===== src/tc16_pkg.sv =====
// Package for the 16-bit timer/counter: register map, field layout, modes, prescale codes.
// Assumes every user writes tc16_pkg::name; nothing is imported.
package tc16_pkg;

  // ----------------------------------------------------------------
  // Widths
  // ----------------------------------------------------------------
  localparam int unsigned TC16_DW = 16;
  localparam int unsigned TC16_AW = 4;

  // ----------------------------------------------------------------
  // Register offsets
  // ----------------------------------------------------------------
  localparam logic [3:0] TC16_OFS_CTRL = 4'h0;
  localparam logic [3:0] TC16_OFS_COUNTER = 4'h1;
  localparam logic [3:0] TC16_OFS_COMPARE_A = 4'h2;
  localparam logic [3:0] TC16_OFS_COMPARE_B = 4'h3;
  localparam logic [3:0] TC16_OFS_CAPTURE = 4'h4;
  localparam logic [3:0] TC16_OFS_FLAGS = 4'h5;
  localparam logic [3:0] TC16_OFS_PIN = 4'h6;

  // ----------------------------------------------------------------
  // Field positions
  // ----------------------------------------------------------------
  localparam int unsigned TC16_CTRL_WSEL_LSB = 0;
  localparam int unsigned TC16_CTRL_PRESC_LSB = 4;
  localparam int unsigned TC16_CTRL_ACT_A_LSB = 8;
  localparam int unsigned TC16_CTRL_ACT_B_LSB = 10;
  localparam int unsigned TC16_FLAG_OVF = 0;
  localparam int unsigned TC16_FLAG_CMP_A = 1;
  localparam int unsigned TC16_FLAG_CMP_B = 2;
  localparam int unsigned TC16_FLAG_CAPT = 3;
  localparam int unsigned TC16_PIN_DIR_A = 0;
  localparam int unsigned TC16_PIN_DIR_B = 1;
  localparam int unsigned TC16_PIN_PORT_A = 2;
  localparam int unsigned TC16_PIN_PORT_B = 3;

  // ----------------------------------------------------------------
  // Reset values and constants
  // ----------------------------------------------------------------
  localparam logic [15:0] TC16_RST_VALUE = 16'h0000;
  localparam logic [15:0] TC16_MAX = 16'hFFFF;
  localparam logic [15:0] TC16_TOP_8BIT = 16'h00FF;
  localparam logic [15:0] TC16_TOP_9BIT = 16'h01FF;
  localparam logic [15:0] TC16_TOP_10BIT = 16'h03FF;

  // ----------------------------------------------------------------
  // Waveform select codes
  // ----------------------------------------------------------------
  localparam logic [3:0] TC16_WS_CTC_CMPA = 4'h4;
  localparam logic [3:0] TC16_WS_FAST_8 = 4'h5;
  localparam logic [3:0] TC16_WS_FAST_9 = 4'h6;
  localparam logic [3:0] TC16_WS_FAST_10 = 4'h7;
  localparam logic [3:0] TC16_WS_CTC_CAPT = 4'hC;
  localparam logic [3:0] TC16_WS_FAST_CAPT = 4'hE;
  localparam logic [3:0] TC16_WS_FAST_CMPA = 4'hF;

  // ----------------------------------------------------------------
  // Output actions
  // ----------------------------------------------------------------
  localparam logic [1:0] TC16_ACT_NONE = 2'h0;
  localparam logic [1:0] TC16_ACT_TOGGLE = 2'h1;
  localparam logic [1:0] TC16_ACT_CLEAR = 2'h2;
  localparam logic [1:0] TC16_ACT_SET = 2'h3;

  // ----------------------------------------------------------------
  // Prescale select codes and tick masks (divide minus one)
  // ----------------------------------------------------------------
  localparam logic [2:0] TC16_PS_STOP = 3'h0;
  localparam logic [2:0] TC16_PS_DIV1 = 3'h1;
  localparam logic [2:0] TC16_PS_DIV8 = 3'h2;
  localparam logic [2:0] TC16_PS_DIV64 = 3'h3;
  localparam logic [2:0] TC16_PS_DIV256 = 3'h4;
  localparam logic [2:0] TC16_PS_DIV1024 = 3'h5;
  localparam logic [9:0] TC16_MASK_DIV1 = 10'h000;
  localparam logic [9:0] TC16_MASK_DIV8 = 10'h007;
  localparam logic [9:0] TC16_MASK_DIV64 = 10'h03F;
  localparam logic [9:0] TC16_MASK_DIV256 = 10'h0FF;
  localparam logic [9:0] TC16_MASK_DIV1024 = 10'h3FF;

  // ----------------------------------------------------------------
  // Carriers
  // ----------------------------------------------------------------
  typedef struct packed {
    logic [3:0] addr;
    logic [15:0] wdata;
    logic we;
    logic re;
  } tc16_req_s;

  typedef struct packed {
    logic [1:0] output_action_b;
    logic [1:0] output_action_a;
    logic [2:0] prescale_sel;
    logic [3:0] waveform_select;
  } tc16_ctrl_s;

  typedef struct packed {
    logic port_b;
    logic port_a;
    logic pin_dir_b;
    logic pin_dir_a;
  } tc16_pin_s;

endpackage : tc16_pkg


===== src/tc16_prescaler.sv =====
// Prescaler: turns the I/O clock into one-cycle timer clock enable pulses.
// Assumes sys_clk is the I/O clock and the select comes from a register on the same clock.
`timescale 1ns/1ns
module tc16_prescaler (
  // Clock and reset
  input wire logic sys_clk,
  input wire logic rst,
  // Control
  input wire logic [2:0] prescale_sel,
  // Timer clock enable
  output logic tick
);

  logic [9:0] div_q;
  logic [9:0] div_d;
  logic [9:0] tick_mask;
  logic running;

  function automatic logic [9:0] sel_mask(input logic [2:0] sel);
    unique case (sel)
      tc16_pkg::TC16_PS_DIV8: sel_mask = tc16_pkg::TC16_MASK_DIV8;
      tc16_pkg::TC16_PS_DIV64: sel_mask = tc16_pkg::TC16_MASK_DIV64;
      tc16_pkg::TC16_PS_DIV256: sel_mask = tc16_pkg::TC16_MASK_DIV256;
      tc16_pkg::TC16_PS_DIV1024: sel_mask = tc16_pkg::TC16_MASK_DIV1024;
      default: sel_mask = tc16_pkg::TC16_MASK_DIV1;
    endcase
  endfunction : sel_mask

  // Divide by 1, 8, 64, 256 or 1024; other codes stop the timer
  assign running = (prescale_sel >= tc16_pkg::TC16_PS_DIV1) && (prescale_sel <= tc16_pkg::TC16_PS_DIV1024);
  assign tick_mask = sel_mask(prescale_sel);
  assign tick = running && ((div_q & tick_mask) == tick_mask);
  assign div_d = running ? 10'(div_q + 10'h001) : 10'h000;

  always_ff @(posedge sys_clk) begin
    if (rst) begin
      div_q <= 10'h000;
    end else begin
      div_q <= div_d;
    end
  end

endmodule : tc16_prescaler


===== src/tc16_compare_chan.sv =====
// One compare channel: compare value with optional buffer, match detect, waveform state.
// Assumes tick, counter and top events come from the timer core on the same clock.
`timescale 1ns/1ns
module tc16_compare_chan #(
  parameter logic IS_CHAN_A = 1'b0
) (
  // Clock and reset
  input wire logic sys_clk,
  input wire logic rst,
  // Software write
  input wire logic wr_en,
  input wire logic [15:0] wr_data,
  input wire logic [15:0] wr_mask,
  // Timer state
  input wire logic fast_pwm,
  input wire logic toggle_allowed,
  input wire logic [1:0] output_action,
  input wire logic [15:0] counter_value,
  input wire logic tick,
  input wire logic match_block,
  input wire logic wrap,
  // Results
  output logic [15:0] buffer_value,
  output logic [15:0] compare_value,
  output logic match,
  output logic wave_out
);

  logic [15:0] buf_q;
  logic [15:0] act_q;
  logic wave_q;
  logic wave_d;
  logic [15:0] masked;

  assign masked = wr_data & wr_mask;
  assign match = tick && !match_block && (counter_value == act_q);

  // Wrap action is given last so a compare equal to top yields a steady level
  always_comb begin
    wave_d = wave_q;
    if (!fast_pwm) begin
      if (match) begin
        unique case (output_action)
          tc16_pkg::TC16_ACT_TOGGLE: wave_d = !wave_q;
          tc16_pkg::TC16_ACT_CLEAR: wave_d = 1'b0;
          tc16_pkg::TC16_ACT_SET: wave_d = 1'b1;
          tc16_pkg::TC16_ACT_NONE: wave_d = wave_q;
        endcase
      end
    end else begin
      if (match) begin
        unique case (output_action)
          tc16_pkg::TC16_ACT_TOGGLE: wave_d = (IS_CHAN_A && toggle_allowed) ? !wave_q : wave_q;
          tc16_pkg::TC16_ACT_CLEAR: wave_d = 1'b0;
          tc16_pkg::TC16_ACT_SET: wave_d = 1'b1;
          tc16_pkg::TC16_ACT_NONE: wave_d = wave_q;
        endcase
      end
      if (wrap) begin
        if (output_action == tc16_pkg::TC16_ACT_CLEAR) begin
          wave_d = 1'b1;
        end else if (output_action == tc16_pkg::TC16_ACT_SET) begin
          wave_d = 1'b0;
        end
      end
    end
  end

  always_ff @(posedge sys_clk) begin
    if (rst) begin
      buf_q <= tc16_pkg::TC16_RST_VALUE;
      act_q <= tc16_pkg::TC16_RST_VALUE;
      wave_q <= 1'b0;
    end else begin
      wave_q <= wave_d;
      if (wr_en) begin
        buf_q <= masked;
      end
      if (wr_en && !fast_pwm) begin
        act_q <= masked;
      end else if (fast_pwm && wrap) begin
        act_q <= buf_q;
      end
    end
  end

  assign buffer_value = buf_q;
  assign compare_value = act_q;
  assign wave_out = wave_q;

endmodule : tc16_compare_chan


===== src/tc16_timer.sv =====
// Top of the 16-bit timer/counter: register port, counter, top select, flags, pin drive.
// Assumes a single-clock register master on sys_clk; reads answer the cycle after the strobe.
`timescale 1ns/1ns
module tc16_timer (
  // Clock and reset
  input wire logic sys_clk,
  input wire logic rst,
  // Register port
  input wire tc16_pkg::tc16_req_s reg_req,
  output logic [15:0] reg_rdata,
  // Waveform pins
  output logic pin_a_out,
  output logic pin_a_oe,
  output logic pin_b_out,
  output logic pin_b_oe
);

  // ----------------------------------------------------------------
  // Registers
  // ----------------------------------------------------------------
  tc16_pkg::tc16_ctrl_s ctrl_q;
  tc16_pkg::tc16_pin_s pin_q;
  logic [15:0] counter_q;
  logic [15:0] counter_d;
  logic [15:0] capture_q;
  logic [3:0] flags_q;
  logic [3:0] flags_d;
  logic block_q;
  logic [15:0] rdata_q;
  logic [15:0] rdata_d;
  logic pin_a_out_q;
  logic pin_a_oe_q;
  logic pin_b_out_q;
  logic pin_b_oe_q;

  // ----------------------------------------------------------------
  // Address decode
  // ----------------------------------------------------------------
  wire wr_ctrl = reg_req.we && (reg_req.addr == tc16_pkg::TC16_OFS_CTRL);
  wire wr_counter = reg_req.we && (reg_req.addr == tc16_pkg::TC16_OFS_COUNTER);
  wire wr_cmp_a = reg_req.we && (reg_req.addr == tc16_pkg::TC16_OFS_COMPARE_A);
  wire wr_cmp_b = reg_req.we && (reg_req.addr == tc16_pkg::TC16_OFS_COMPARE_B);
  wire wr_capture = reg_req.we && (reg_req.addr == tc16_pkg::TC16_OFS_CAPTURE);
  wire wr_flags = reg_req.we && (reg_req.addr == tc16_pkg::TC16_OFS_FLAGS);
  wire wr_pin = reg_req.we && (reg_req.addr == tc16_pkg::TC16_OFS_PIN);

  // ----------------------------------------------------------------
  // Mode decode
  // ----------------------------------------------------------------
  function automatic logic is_fast(input logic [3:0] ws);
    is_fast = (ws == tc16_pkg::TC16_WS_FAST_8) || (ws == tc16_pkg::TC16_WS_FAST_9) ||
              (ws == tc16_pkg::TC16_WS_FAST_10) || (ws == tc16_pkg::TC16_WS_FAST_CAPT) ||
              (ws == tc16_pkg::TC16_WS_FAST_CMPA);
  endfunction : is_fast

  function automatic logic [15:0] fixed_mask(input logic [3:0] ws);
    unique case (ws)
      tc16_pkg::TC16_WS_FAST_8: fixed_mask = tc16_pkg::TC16_TOP_8BIT;
      tc16_pkg::TC16_WS_FAST_9: fixed_mask = tc16_pkg::TC16_TOP_9BIT;
      tc16_pkg::TC16_WS_FAST_10: fixed_mask = tc16_pkg::TC16_TOP_10BIT;
      default: fixed_mask = tc16_pkg::TC16_MAX;
    endcase
  endfunction : fixed_mask

  wire [3:0] wsel = ctrl_q.waveform_select;
  wire fast_pwm = is_fast(wsel);
  wire ctc_mode = (wsel == tc16_pkg::TC16_WS_CTC_CMPA) || (wsel == tc16_pkg::TC16_WS_CTC_CAPT);
  wire top_is_cmp_a = (wsel == tc16_pkg::TC16_WS_CTC_CMPA) || (wsel == tc16_pkg::TC16_WS_FAST_CMPA);
  wire top_is_capt = (wsel == tc16_pkg::TC16_WS_CTC_CAPT) || (wsel == tc16_pkg::TC16_WS_FAST_CAPT);
  wire [15:0] cmp_mask = fixed_mask(wsel);

  // ----------------------------------------------------------------
  // Prescaler
  // ----------------------------------------------------------------
  logic tick;

  tc16_prescaler u_prescaler (
    .sys_clk(sys_clk),
    .rst(rst),
    .prescale_sel(ctrl_q.prescale_sel),
    .tick(tick)
  );

  // ----------------------------------------------------------------
  // Top and counter
  // ----------------------------------------------------------------
  logic [15:0] cmp_a_buf;
  logic [15:0] cmp_a_act;
  logic [15:0] cmp_b_buf;
  logic [15:0] cmp_b_act;
  logic match_a;
  logic match_b;
  logic wave_a;
  logic wave_b;
  logic [15:0] top_value;

  // Top is read live, so outside fast PWM mode 15 a top written below the count is passed by
  always_comb begin
    if (top_is_cmp_a) begin
      top_value = cmp_a_act;
    end else if (top_is_capt) begin
      top_value = capture_q;
    end else if (fast_pwm) begin
      top_value = fixed_mask(wsel);
    end else begin
      top_value = tc16_pkg::TC16_MAX;
    end
  end

  // A counter write blocks the top match as well as channel matches
  wire clearing = fast_pwm || ctc_mode;
  wire top_hit = tick && !block_q && clearing && (counter_q == top_value);
  wire max_pass = tick && (counter_q == tc16_pkg::TC16_MAX);
  wire wrap = fast_pwm && top_hit;

  always_comb begin
    if (wr_counter) begin
      counter_d = reg_req.wdata;
    end else if (top_hit) begin
      counter_d = tc16_pkg::TC16_RST_VALUE;
    end else if (tick) begin
      counter_d = 16'(counter_q + 16'h0001);
    end else begin
      counter_d = counter_q;
    end
  end

  // ----------------------------------------------------------------
  // Compare channels
  // ----------------------------------------------------------------
  tc16_compare_chan #(
    .IS_CHAN_A(1'b1)
  ) u_chan_a (
    .sys_clk(sys_clk),
    .rst(rst),
    .wr_en(wr_cmp_a),
    .wr_data(reg_req.wdata),
    .wr_mask(cmp_mask),
    .fast_pwm(fast_pwm),
    .toggle_allowed(wsel == tc16_pkg::TC16_WS_FAST_CMPA),
    .output_action(ctrl_q.output_action_a),
    .counter_value(counter_q),
    .tick(tick),
    .match_block(block_q),
    .wrap(wrap),
    .buffer_value(cmp_a_buf),
    .compare_value(cmp_a_act),
    .match(match_a),
    .wave_out(wave_a)
  );

  tc16_compare_chan #(
    .IS_CHAN_A(1'b0)
  ) u_chan_b (
    .sys_clk(sys_clk),
    .rst(rst),
    .wr_en(wr_cmp_b),
    .wr_data(reg_req.wdata),
    .wr_mask(cmp_mask),
    .fast_pwm(fast_pwm),
    .toggle_allowed(1'b0),
    .output_action(ctrl_q.output_action_b),
    .counter_value(counter_q),
    .tick(tick),
    .match_block(block_q),
    .wrap(wrap),
    .buffer_value(cmp_b_buf),
    .compare_value(cmp_b_act),
    .match(match_b),
    .wave_out(wave_b)
  );

  // ----------------------------------------------------------------
  // Flags
  // ----------------------------------------------------------------
  wire ovf_event = fast_pwm ? wrap : max_pass;
  wire capt_event = top_is_capt && top_hit;
  wire [3:0] flag_set = {capt_event, match_b, match_a, ovf_event};
  wire [3:0] flag_clr = wr_flags ? reg_req.wdata[3:0] : 4'h0;

  // Set beats clear in the same cycle
  assign flags_d = (flags_q & ~flag_clr) | flag_set;

  // ----------------------------------------------------------------
  // Pin drive
  // ----------------------------------------------------------------
  // Action 1 in fast PWM is a waveform action only for channel A in mode 15
  wire ovr_a = (ctrl_q.output_action_a != tc16_pkg::TC16_ACT_NONE) &&
               !(fast_pwm && (ctrl_q.output_action_a == tc16_pkg::TC16_ACT_TOGGLE) &&
                 (wsel != tc16_pkg::TC16_WS_FAST_CMPA));
  wire ovr_b = (ctrl_q.output_action_b != tc16_pkg::TC16_ACT_NONE) &&
               !(fast_pwm && (ctrl_q.output_action_b == tc16_pkg::TC16_ACT_TOGGLE));
  wire pin_a_d = ovr_a ? wave_a : pin_q.port_a;
  wire pin_b_d = ovr_b ? wave_b : pin_q.port_b;

  // ----------------------------------------------------------------
  // Read mux
  // ----------------------------------------------------------------
  always_comb begin
    rdata_d = 16'h0000;
    if (reg_req.re) begin
      unique case (reg_req.addr)
        tc16_pkg::TC16_OFS_CTRL: rdata_d = {4'h0, ctrl_q[10:7], 1'b0, ctrl_q[6:0]};
        tc16_pkg::TC16_OFS_COUNTER: rdata_d = counter_q;
        tc16_pkg::TC16_OFS_COMPARE_A: rdata_d = cmp_a_buf;
        tc16_pkg::TC16_OFS_COMPARE_B: rdata_d = cmp_b_buf;
        tc16_pkg::TC16_OFS_CAPTURE: rdata_d = capture_q;
        tc16_pkg::TC16_OFS_FLAGS: rdata_d = {12'h000, flags_q};
        tc16_pkg::TC16_OFS_PIN: rdata_d = {12'h000, pin_q};
        default: rdata_d = 16'h0000;
      endcase
    end
  end

  // ----------------------------------------------------------------
  // State
  // ----------------------------------------------------------------
  always_ff @(posedge sys_clk) begin
    if (rst) begin
      ctrl_q <= '0;
      pin_q <= '0;
      capture_q <= tc16_pkg::TC16_RST_VALUE;
      counter_q <= tc16_pkg::TC16_RST_VALUE;
      flags_q <= 4'h0;
      block_q <= 1'b0;
    end else begin
      if (wr_ctrl) begin
        ctrl_q <= {reg_req.wdata[11:8], reg_req.wdata[6:0]};
      end
      if (wr_pin) begin
        pin_q <= reg_req.wdata[3:0];
      end
      if (wr_capture) begin
        capture_q <= reg_req.wdata;
      end
      counter_q <= counter_d;
      flags_q <= flags_d;
      if (wr_counter) begin
        block_q <= 1'b1;
      end else if (tick) begin
        block_q <= 1'b0;
      end
    end
  end

  always_ff @(posedge sys_clk) begin
    if (rst) begin
      rdata_q <= 16'h0000;
      pin_a_out_q <= 1'b0;
      pin_a_oe_q <= 1'b0;
      pin_b_out_q <= 1'b0;
      pin_b_oe_q <= 1'b0;
    end else begin
      rdata_q <= rdata_d;
      pin_a_out_q <= pin_a_d;
      pin_a_oe_q <= pin_q.pin_dir_a;
      pin_b_out_q <= pin_b_d;
      pin_b_oe_q <= pin_q.pin_dir_b;
    end
  end

  assign reg_rdata = rdata_q;
  assign pin_a_out = pin_a_out_q;
  assign pin_a_oe = pin_a_oe_q;
  assign pin_b_out = pin_b_out_q;
  assign pin_b_oe = pin_b_oe_q;

endmodule : tc16_timer


===== config.mk =====
export PLATFORM = sky130hd
export DESIGN_NAME = tc16_timer
export DESIGN_NICKNAME = d
export VERILOG_FILES = /design/src/tc16_pkg.sv /design/src/tc16_prescaler.sv /design/src/tc16_compare_chan.sv /design/src/tc16_timer.sv
export SDC_FILE = /design/constraint.sdc
export NUM_CORES = 1
export LEC_CHECK = 0
export ABC_AREA = 1
export BUFFER_PORTS_ARGS = -buffer_cell sky130_fd_sc_hd__buf_2
export CAP_MARGIN = 25
export CORE_ASPECT_RATIO = 0.75
export CORE_UTILIZATION = 55
export CTS_CLUSTER_SIZE = 8
export DETAILED_ROUTE_END_ITERATION = 8
export PLACE_DENSITY = 0.74
export SYNTH_ARGS = -nofsm -noshare
export SYNTH_HDL_FRONTEND = slang
export SYNTH_SLANG_ARGS = --single-unit
export TNS_END_PERCENT = 5

===== constraint.sdc =====
create_clock -name sys_clk -period 4.95 [get_ports sys_clk]
set_clock_uncertainty 0.1 [all_clocks]
set_input_delay 0.99 -clock sys_clk [delete_from_list [all_inputs] [get_ports sys_clk]]
set_output_delay 0.99 -clock sys_clk [all_outputs]
set_load 0.02 [all_outputs]

==> results.toml, run 1 <==
[status]
status = "finished, final reports clean"

[power_and_ir_drop]
powerDensity_nw_per_um2 = 329.8
leakage_nw = 3.332
fin_total_pwr_mw = 2.759
peakVddDrop_uv = 328.0

[detailed_routing]
num_vias = 7693
wl_mm = 24.45
drc_errors = 0
drt_iter0_drc = 939
first_pass_iters = 5
wl_per_cell_um = 18.85
antenna_left = 0
via_per_inst = 5.931

[yosys]
synthFlopType = "dfxtp_1"
async_flop_share_pct = 0
synth_cell_types = 42
syn_inst = 1094
synth_top_area_share_pct = 39.34
ys_seq_elements = 148
avgSynthCellArea_um2 = 6.885
ys_seq_area_share_pct = 39.34
synth_top_cell_by_area = "dfxtp_1"
synth_edf_count = 0
synth_fp_nets = 1120
yosys_warnings = 0
synth_area_um2 = 7532
synthTopCellsByArea = "dfxtp_1, nand2_1, a21oi_1"

[sta]
whs_ns = 0.3557
relSlewSlack_pct = 30.84
fin_crit_sh_pct = 70.31
maxSlewViolCount = 0
fmax_ghz = 0.2873
tightestPinTransition_ns = 1.035
finalSetupTns_ns = 0
fin_crit_ns = 3.480
rsz0062_at_grt = "no"
setup_violations = 0
finalHoldViolations = 0

[grt]
grt_pass1_wl_mm = 37.92
grt.met1_usage_pct = 50.66
overflow = 0
grt_use_met3_pct = 7.846
grtUsageMet2_pct = 52.91
grt_max_degree = 48
grt_pass1_vias = 6781
gr-max-usage-layer = "met2"
antenna_found_initial = 0
grt_use_total_pct = 36.36

[placed_design]
port_buffers = 43
gp_congestion = 0.9570
dp_hpwl_mm = 17.51

[clocking]
postCtsHoldBufs = 0
clkLatencyLatePin_ns = 0.43
root_buffer = "clkbuf_16"
cts_buffer_depth = 2
ctsResizeCount = 0
cts.sinks = 148
cts_tree = "done"
cts.clk_slew.worst_paths_ns = 0.06
post_cts_buffers = 0
htreeDepth = 4
cts_buffers = 17

[floorplan]
start_util_pct = 57.27
die_area_um2 = 14170
ios = 44
die_w_um = 137.1
rows = 36
coreArea_um2 = 13150
die_h_um = 103.3

[setup_path]
critical_path.max_stage_delay_ns = 0.62
crit_path_cell_trace = "nand2_1 -> inv_1 -> nand2_2 -> nand2_4 -> nand2_1 -> nand3_1 -> nand2_1 -> nor2_1 -> nand2_1 -> nor2_4 -> nand3_4 -> nor2_8 -> nor2_2 -> o21ai_1 -> a21oi_1"
critical_path.top_delay_family = "simple AND/OR/NAND/NOR gates"
endpoint_kind = "flop"
crit_top_cell = "nand2_1"
cp_max_fo = 28
start_kind = "flop"
critical_path_class = "flop to flop"
crit_required_ns = 5.13
slowest_stage = "dfxtp_1"
arrival_ns = 3.66
cp_num_buf_inv = 1

[cells_and_area]
layout.nets = 1140
num_antenna_cells = 0
final_common_cell = "nand2_1"
fill_cells = 1201
area_growth_pct = 11.06
final_layout_size_suffix_gt1_share_pct = 9.591
layout_common_cells = "nand2_1, dfxtp_1, inv_1"

[run]
cap_violations = 0

[hold_path]
hp-class = "flop to flop"
cell type report:
cell class / instances / area (µm²) / area share, %
tap: 171 / 214.0 / 2.558
sequential: 148 / 2963 / 35.42
multi-input combinational: 748 / 3762 / 44.97
timing repair buffer: 52 / 282.8 / 3.380
clock inverter: 13 / 151.4 / 1.810
clock buffer: 18 / 439.2 / 5.250
inverter: 147 / 553.0 / 6.611
through the flow:
stage               cell area, µm²  utilization [%]  cells  setup slack, ns
floorplan                     7532                -   1094            2.182
global placement              7775            59.11   1266            1.388
detailed placement            7775            59.11   1266            1.303
CTS                           8366            63.60   1297            1.601
global route                  8366            63.60   1297            1.335
finish                        8366            63.60   1297            1.470
cells in the mapped netlist, drive strengths merged, types with 11 or more instances:
cell type	instances
nand2	224
dfxtp	148
inv	144
a21oi	139
nor2	99
o21ai	98
nand3	41
clkbuf	36
o22ai	28
xor2	16
buf	15
nand4	15
a22oi	14
nor3	14
a211oi	11
a221oi	11
o211ai	11
path summary, 6_finish.rpt:
check / start / end / slack (ns) / depth (start not counted)
worst min-delay path: u_prescaler.div_q[0]$_SDFF_PP0_ / u_prescaler.div_q[0]$_SDFF_PP0_ / 0.36 / 1
worst max register to register: wsel[0]$_SDFFE_PP0P_ / u_chan_b.compare_value[14]$_SDFFE_PP0P_ / 1.47 / 15
worst min register to register: u_prescaler.div_q[0]$_SDFF_PP0_ / u_prescaler.div_q[0]$_SDFF_PP0_ / 0.36 / 1
worst max-delay path: wsel[0]$_SDFFE_PP0P_ / u_chan_b.compare_value[14]$_SDFFE_PP0P_ / 1.47 / 15
sequential cells by signal (all words and copies together) (netlist names), named ones only:
register and cells:
block_q 1, capture_q 16, counter_q 16, ctrl_q 7, flags_q 4, pin_a_oe 1
pin_a_out 1, pin_b_oe 1, pin_b_out 1, pin_q 4, reg_rdata 16, u_chan_a.buffer_value 16
u_chan_a.compare_value 16, u_chan_a.wave_out 1, u_chan_b.buffer_value 16, u_chan_b.compare_value 16, u_prescaler.div_q 10, wsel 4
report_power, final:
part	internal [mW]	switching [mW]	leakage, nW
Sequential	1.21	0.0256	1.20
Combinational	0.0608	0.148	1.85
Clock	0.761	0.549	0.281
Total	2.04	0.723	3.33
worst reg2reg max path, delay by kind of cell (launching register included):
family | cells | cell delay [ns]
buffers and inverters | 1 | 0.10
DFF | 1 | 0.62
AOI/OAI and AO/OA | 2 | 0.25
and+or+nand+nor | 12 | 2.27
cell families after synthesis:
kind of cell,Yosys count,synth area share (%)
compound gates,322,24.05
xor+xnor,22,2.558
fa+ha+maj,2,0.3322
buf+inv,198,10.71
flops,148,39.34
simple gates,402,23.01
layer usage:
| layer | wire (µm) | up-vias |
|---|---|---|
| met2 | 9962 | 464 |
| met4 | 1060 | 0 |
| li1 | - | 3692 |
| met5 | 0 | - |
| met3 | 2924 | 80 |
| met1 | 10510 | 3457 |
No activity file was read; power rests on OpenSTA's default activity.
==> run 2: changes to the inputs <==
--- a/config.mk
+++ b/config.mk
@@ -5,7 +5,7 @@
 export SDC_FILE = /design/constraint.sdc
 export NUM_CORES = 1
 export LEC_CHECK = 0
-export ABC_AREA = 1
+export ABC_AREA = 0
 export BUFFER_PORTS_ARGS = -buffer_cell sky130_fd_sc_hd__buf_2
 export CAP_MARGIN = 25
 export CORE_ASPECT_RATIO = 0.75
==> constraint.sdc (replaced) <==
create_clock -name sys_clk -period 3.3 [get_ports sys_clk]
set_clock_uncertainty 0.1 [all_clocks]
set_input_delay 0.66 -clock sys_clk [delete_from_list [all_inputs] [get_ports sys_clk]]
set_output_delay 0.66 -clock sys_clk [all_outputs]
set_load 0.02 [all_outputs]
==> results.toml, run 2 <==
[yosys]
ys_seq_area_share_pct = 37.95
synth_top_area_share_pct = 37.95
synth_cell_types = 72
synth_top_cell_by_area = "dfxtp_1"
synth_fp_nets = 1021
synth_edf_count = 0
synthTopCellsByArea = "dfxtp_1, a21oi_1, nand2_1"
yosys_warnings = 0
ys_seq_elements = 148
async_flop_share_pct = 0
syn_inst = 995
yosysMostFrequentCell = "nand2_1"
avgSynthCellArea_um2 = 7.847
synth_top_cells_by_count = "nand2_1, dfxtp_1, a21oi_1"
synth_area_um2 = 7807
synthFlopType = "dfxtp_1"

[detailed_routing]
via_per_inst = 6.489
first_pass_iters = 6
wl_per_cell_um = 21.21
drc_errors = 0
wl_mm = 25.31
drt_iter0_drc = 947
num_vias = 7741
antenna_left = 0

[floorplan]
rows = 37
start_util_pct = 56.59
die_w_um = 139.6
die_h_um = 105.2
coreArea_um2 = 13800
ios = 44
die_area_um2 = 14680

[hold_path]
holdPathStages = 1
hp-class = "flop to flop"

[sta]
rsz0062_at_grt = "no"
tightestPinTransition_ns = 0.8586
maxSlewViolCount = 0
setup_violations = 0
finalWorstSetupSlack_ns = 0.1400
fmax_ghz = 0.3165
finalSetupTns_ns = 0
finalHoldViolations = 0
relSlewSlack_pct = 42.76
whs_ns = 0.3513
fin_crit_sh_pct = 95.76
fin_crit_ns = 3.160

[cells_and_area]
fill_cells = 1228
layout_common_cells = "nand2_1, dfxtp_1, a21oi_1"
layoutNonFillerInstCount = 1193
final_common_cell = "nand2_1"
final_layout_size_suffix_gt1_share_pct = 14.54
num_antenna_cells = 0
layout.nets = 1033
area_growth_pct = 12.96

[setup_path]
r2r_cells = 10
cp_max_fo = 34
critical_path_class = "flop to flop"
endpoint_kind = "flop"
start_kind = "flop"
arrival_ns = 3.44
crit_required_ns = 3.58

[power_and_ir_drop]
power.internal_mw = 3.060
p_comb_share_pct = 5.8
seq_power_share_pct = 45.5
leakage_nw = 3.175
power.switching_uw = 968.7
peakVddDrop_uv = 366.3
power.share.clock_pct = 48.7
fin_total_pwr_mw = 4.028
p_sw_share_pct = 24.05
powerDensity_nw_per_um2 = 456.8

[placed_design]
pre_cts_slack_ns = 0.1153
dp_hpwl_mm = 17.79
place_inst = 1162
port_buffers = 43
gp_congestion = 1.001

[grt]
antenna_found_initial = 0
grt_max_degree = 79
overflow = 0
grt_pass1_wl_mm = 39.06
grt_use_total_pct = 35.26
grt_pass1_vias = 6838

[run]
cap_violations = 0

[status]
status = "finished, final reports clean"

[clocking]
cts_buffer_depth = 2
htreeDepth = 4
cts.sinks = 148
cts_tree = "done"
root_buffer = "clkbuf_16"
cts.clk_slew.worst_paths_ns = 0.06
cts_buffers = 17
ctsResizeCount = 0
postCtsHoldBufs = 0
post_cts_buffers = 0
clkLatencyLatePin_ns = 0.43
==> run 2: cells by family after synthesis <==
group                      after synthesis  synth area share [%]
AOI/OAI and AO/OA                      275                 23.08
and+or+nand+nor                        398                 25.14
muxes                                   14                 1.827
xor gates and xnor gates                52                 5.833
DFF                                    148                 37.95
buffers and inverters                  106                 5.849
adders and majority gates                2                0.3205
==> run 2: per-stage QoR <==
step	cell area, µm²	util (%)
2_1_floorplan	7807	-
3_3_place_gp	8204	59.47
3_5_place_dp	8209	59.50
4_1_cts	8796	63.76
5_1_grt	8820	63.93
6_report	8820	63.93
==> run 2: path summary, 6_finish.rpt <==
kind / startpoint / to / slack (ns)
max: wsel[3]$_SDFFE_PP0P_ / u_chan_b.compare_value[8]$_SDFFE_PP0P_ / 0.14
min: u_prescaler.div_q[0]$_SDFF_PP0_ / u_prescaler.div_q[0]$_SDFF_PP0_ / 0.35
max reg2reg: wsel[3]$_SDFFE_PP0P_ / u_chan_b.compare_value[8]$_SDFFE_PP0P_ / 0.14
min reg2reg: u_prescaler.div_q[0]$_SDFF_PP0_ / u_prescaler.div_q[0]$_SDFF_PP0_ / 0.35
==> run 2: area by class of cell <==
cell class                 count  area, µm²  area share (%)
clock inverter                12      157.7           1.787
inverter                      14      52.55          0.5958
timing repair buffer          85      568.0           6.441
sequential                   148       2963           33.59
clock buffer                  18      429.2           4.866
multi-input combinational    741       4431           50.23
tap                          175      219.0           2.483
==> run 2: routing by layer <==
| metal | part of all wire (%) | vias up | global-route usage [%] |
|---|---|---|---|
| li1 | - | 3601 | - |
| met1 | 44 | 3641 | 50.93 |
| met2 | 41 | 437 | 48.64 |
| met3 | 13 | 62 | 10.22 |
| met4 | 3.0 | 0 | 13.74 |
| met5 | 0 | - | 0 |
==> run 2: critical path: stages (launching register included) <==
cell and delay [ns]:
dfxtp_1 0.35, buf_4 0.19, or4_4 0.48, and3_1 0.17
or3b_1 0.34, o211a_1 0.22, nand4b_4 0.17, or4_4 0.49
buf_12 0.19, nand2_1 0.15, o221a_2 0.22
==> run 2: power by group through the flow <==
stage               clock network, mW  logic [mW]  registers, mW
finish                           1.96       0.233           1.83
global route                     2.04       0.246           1.83
CTS                              1.97       0.223           1.83
detailed placement                  0       0.223           1.87
global placement                    0       0.221           1.87
floorplan                           0       0.142           1.86
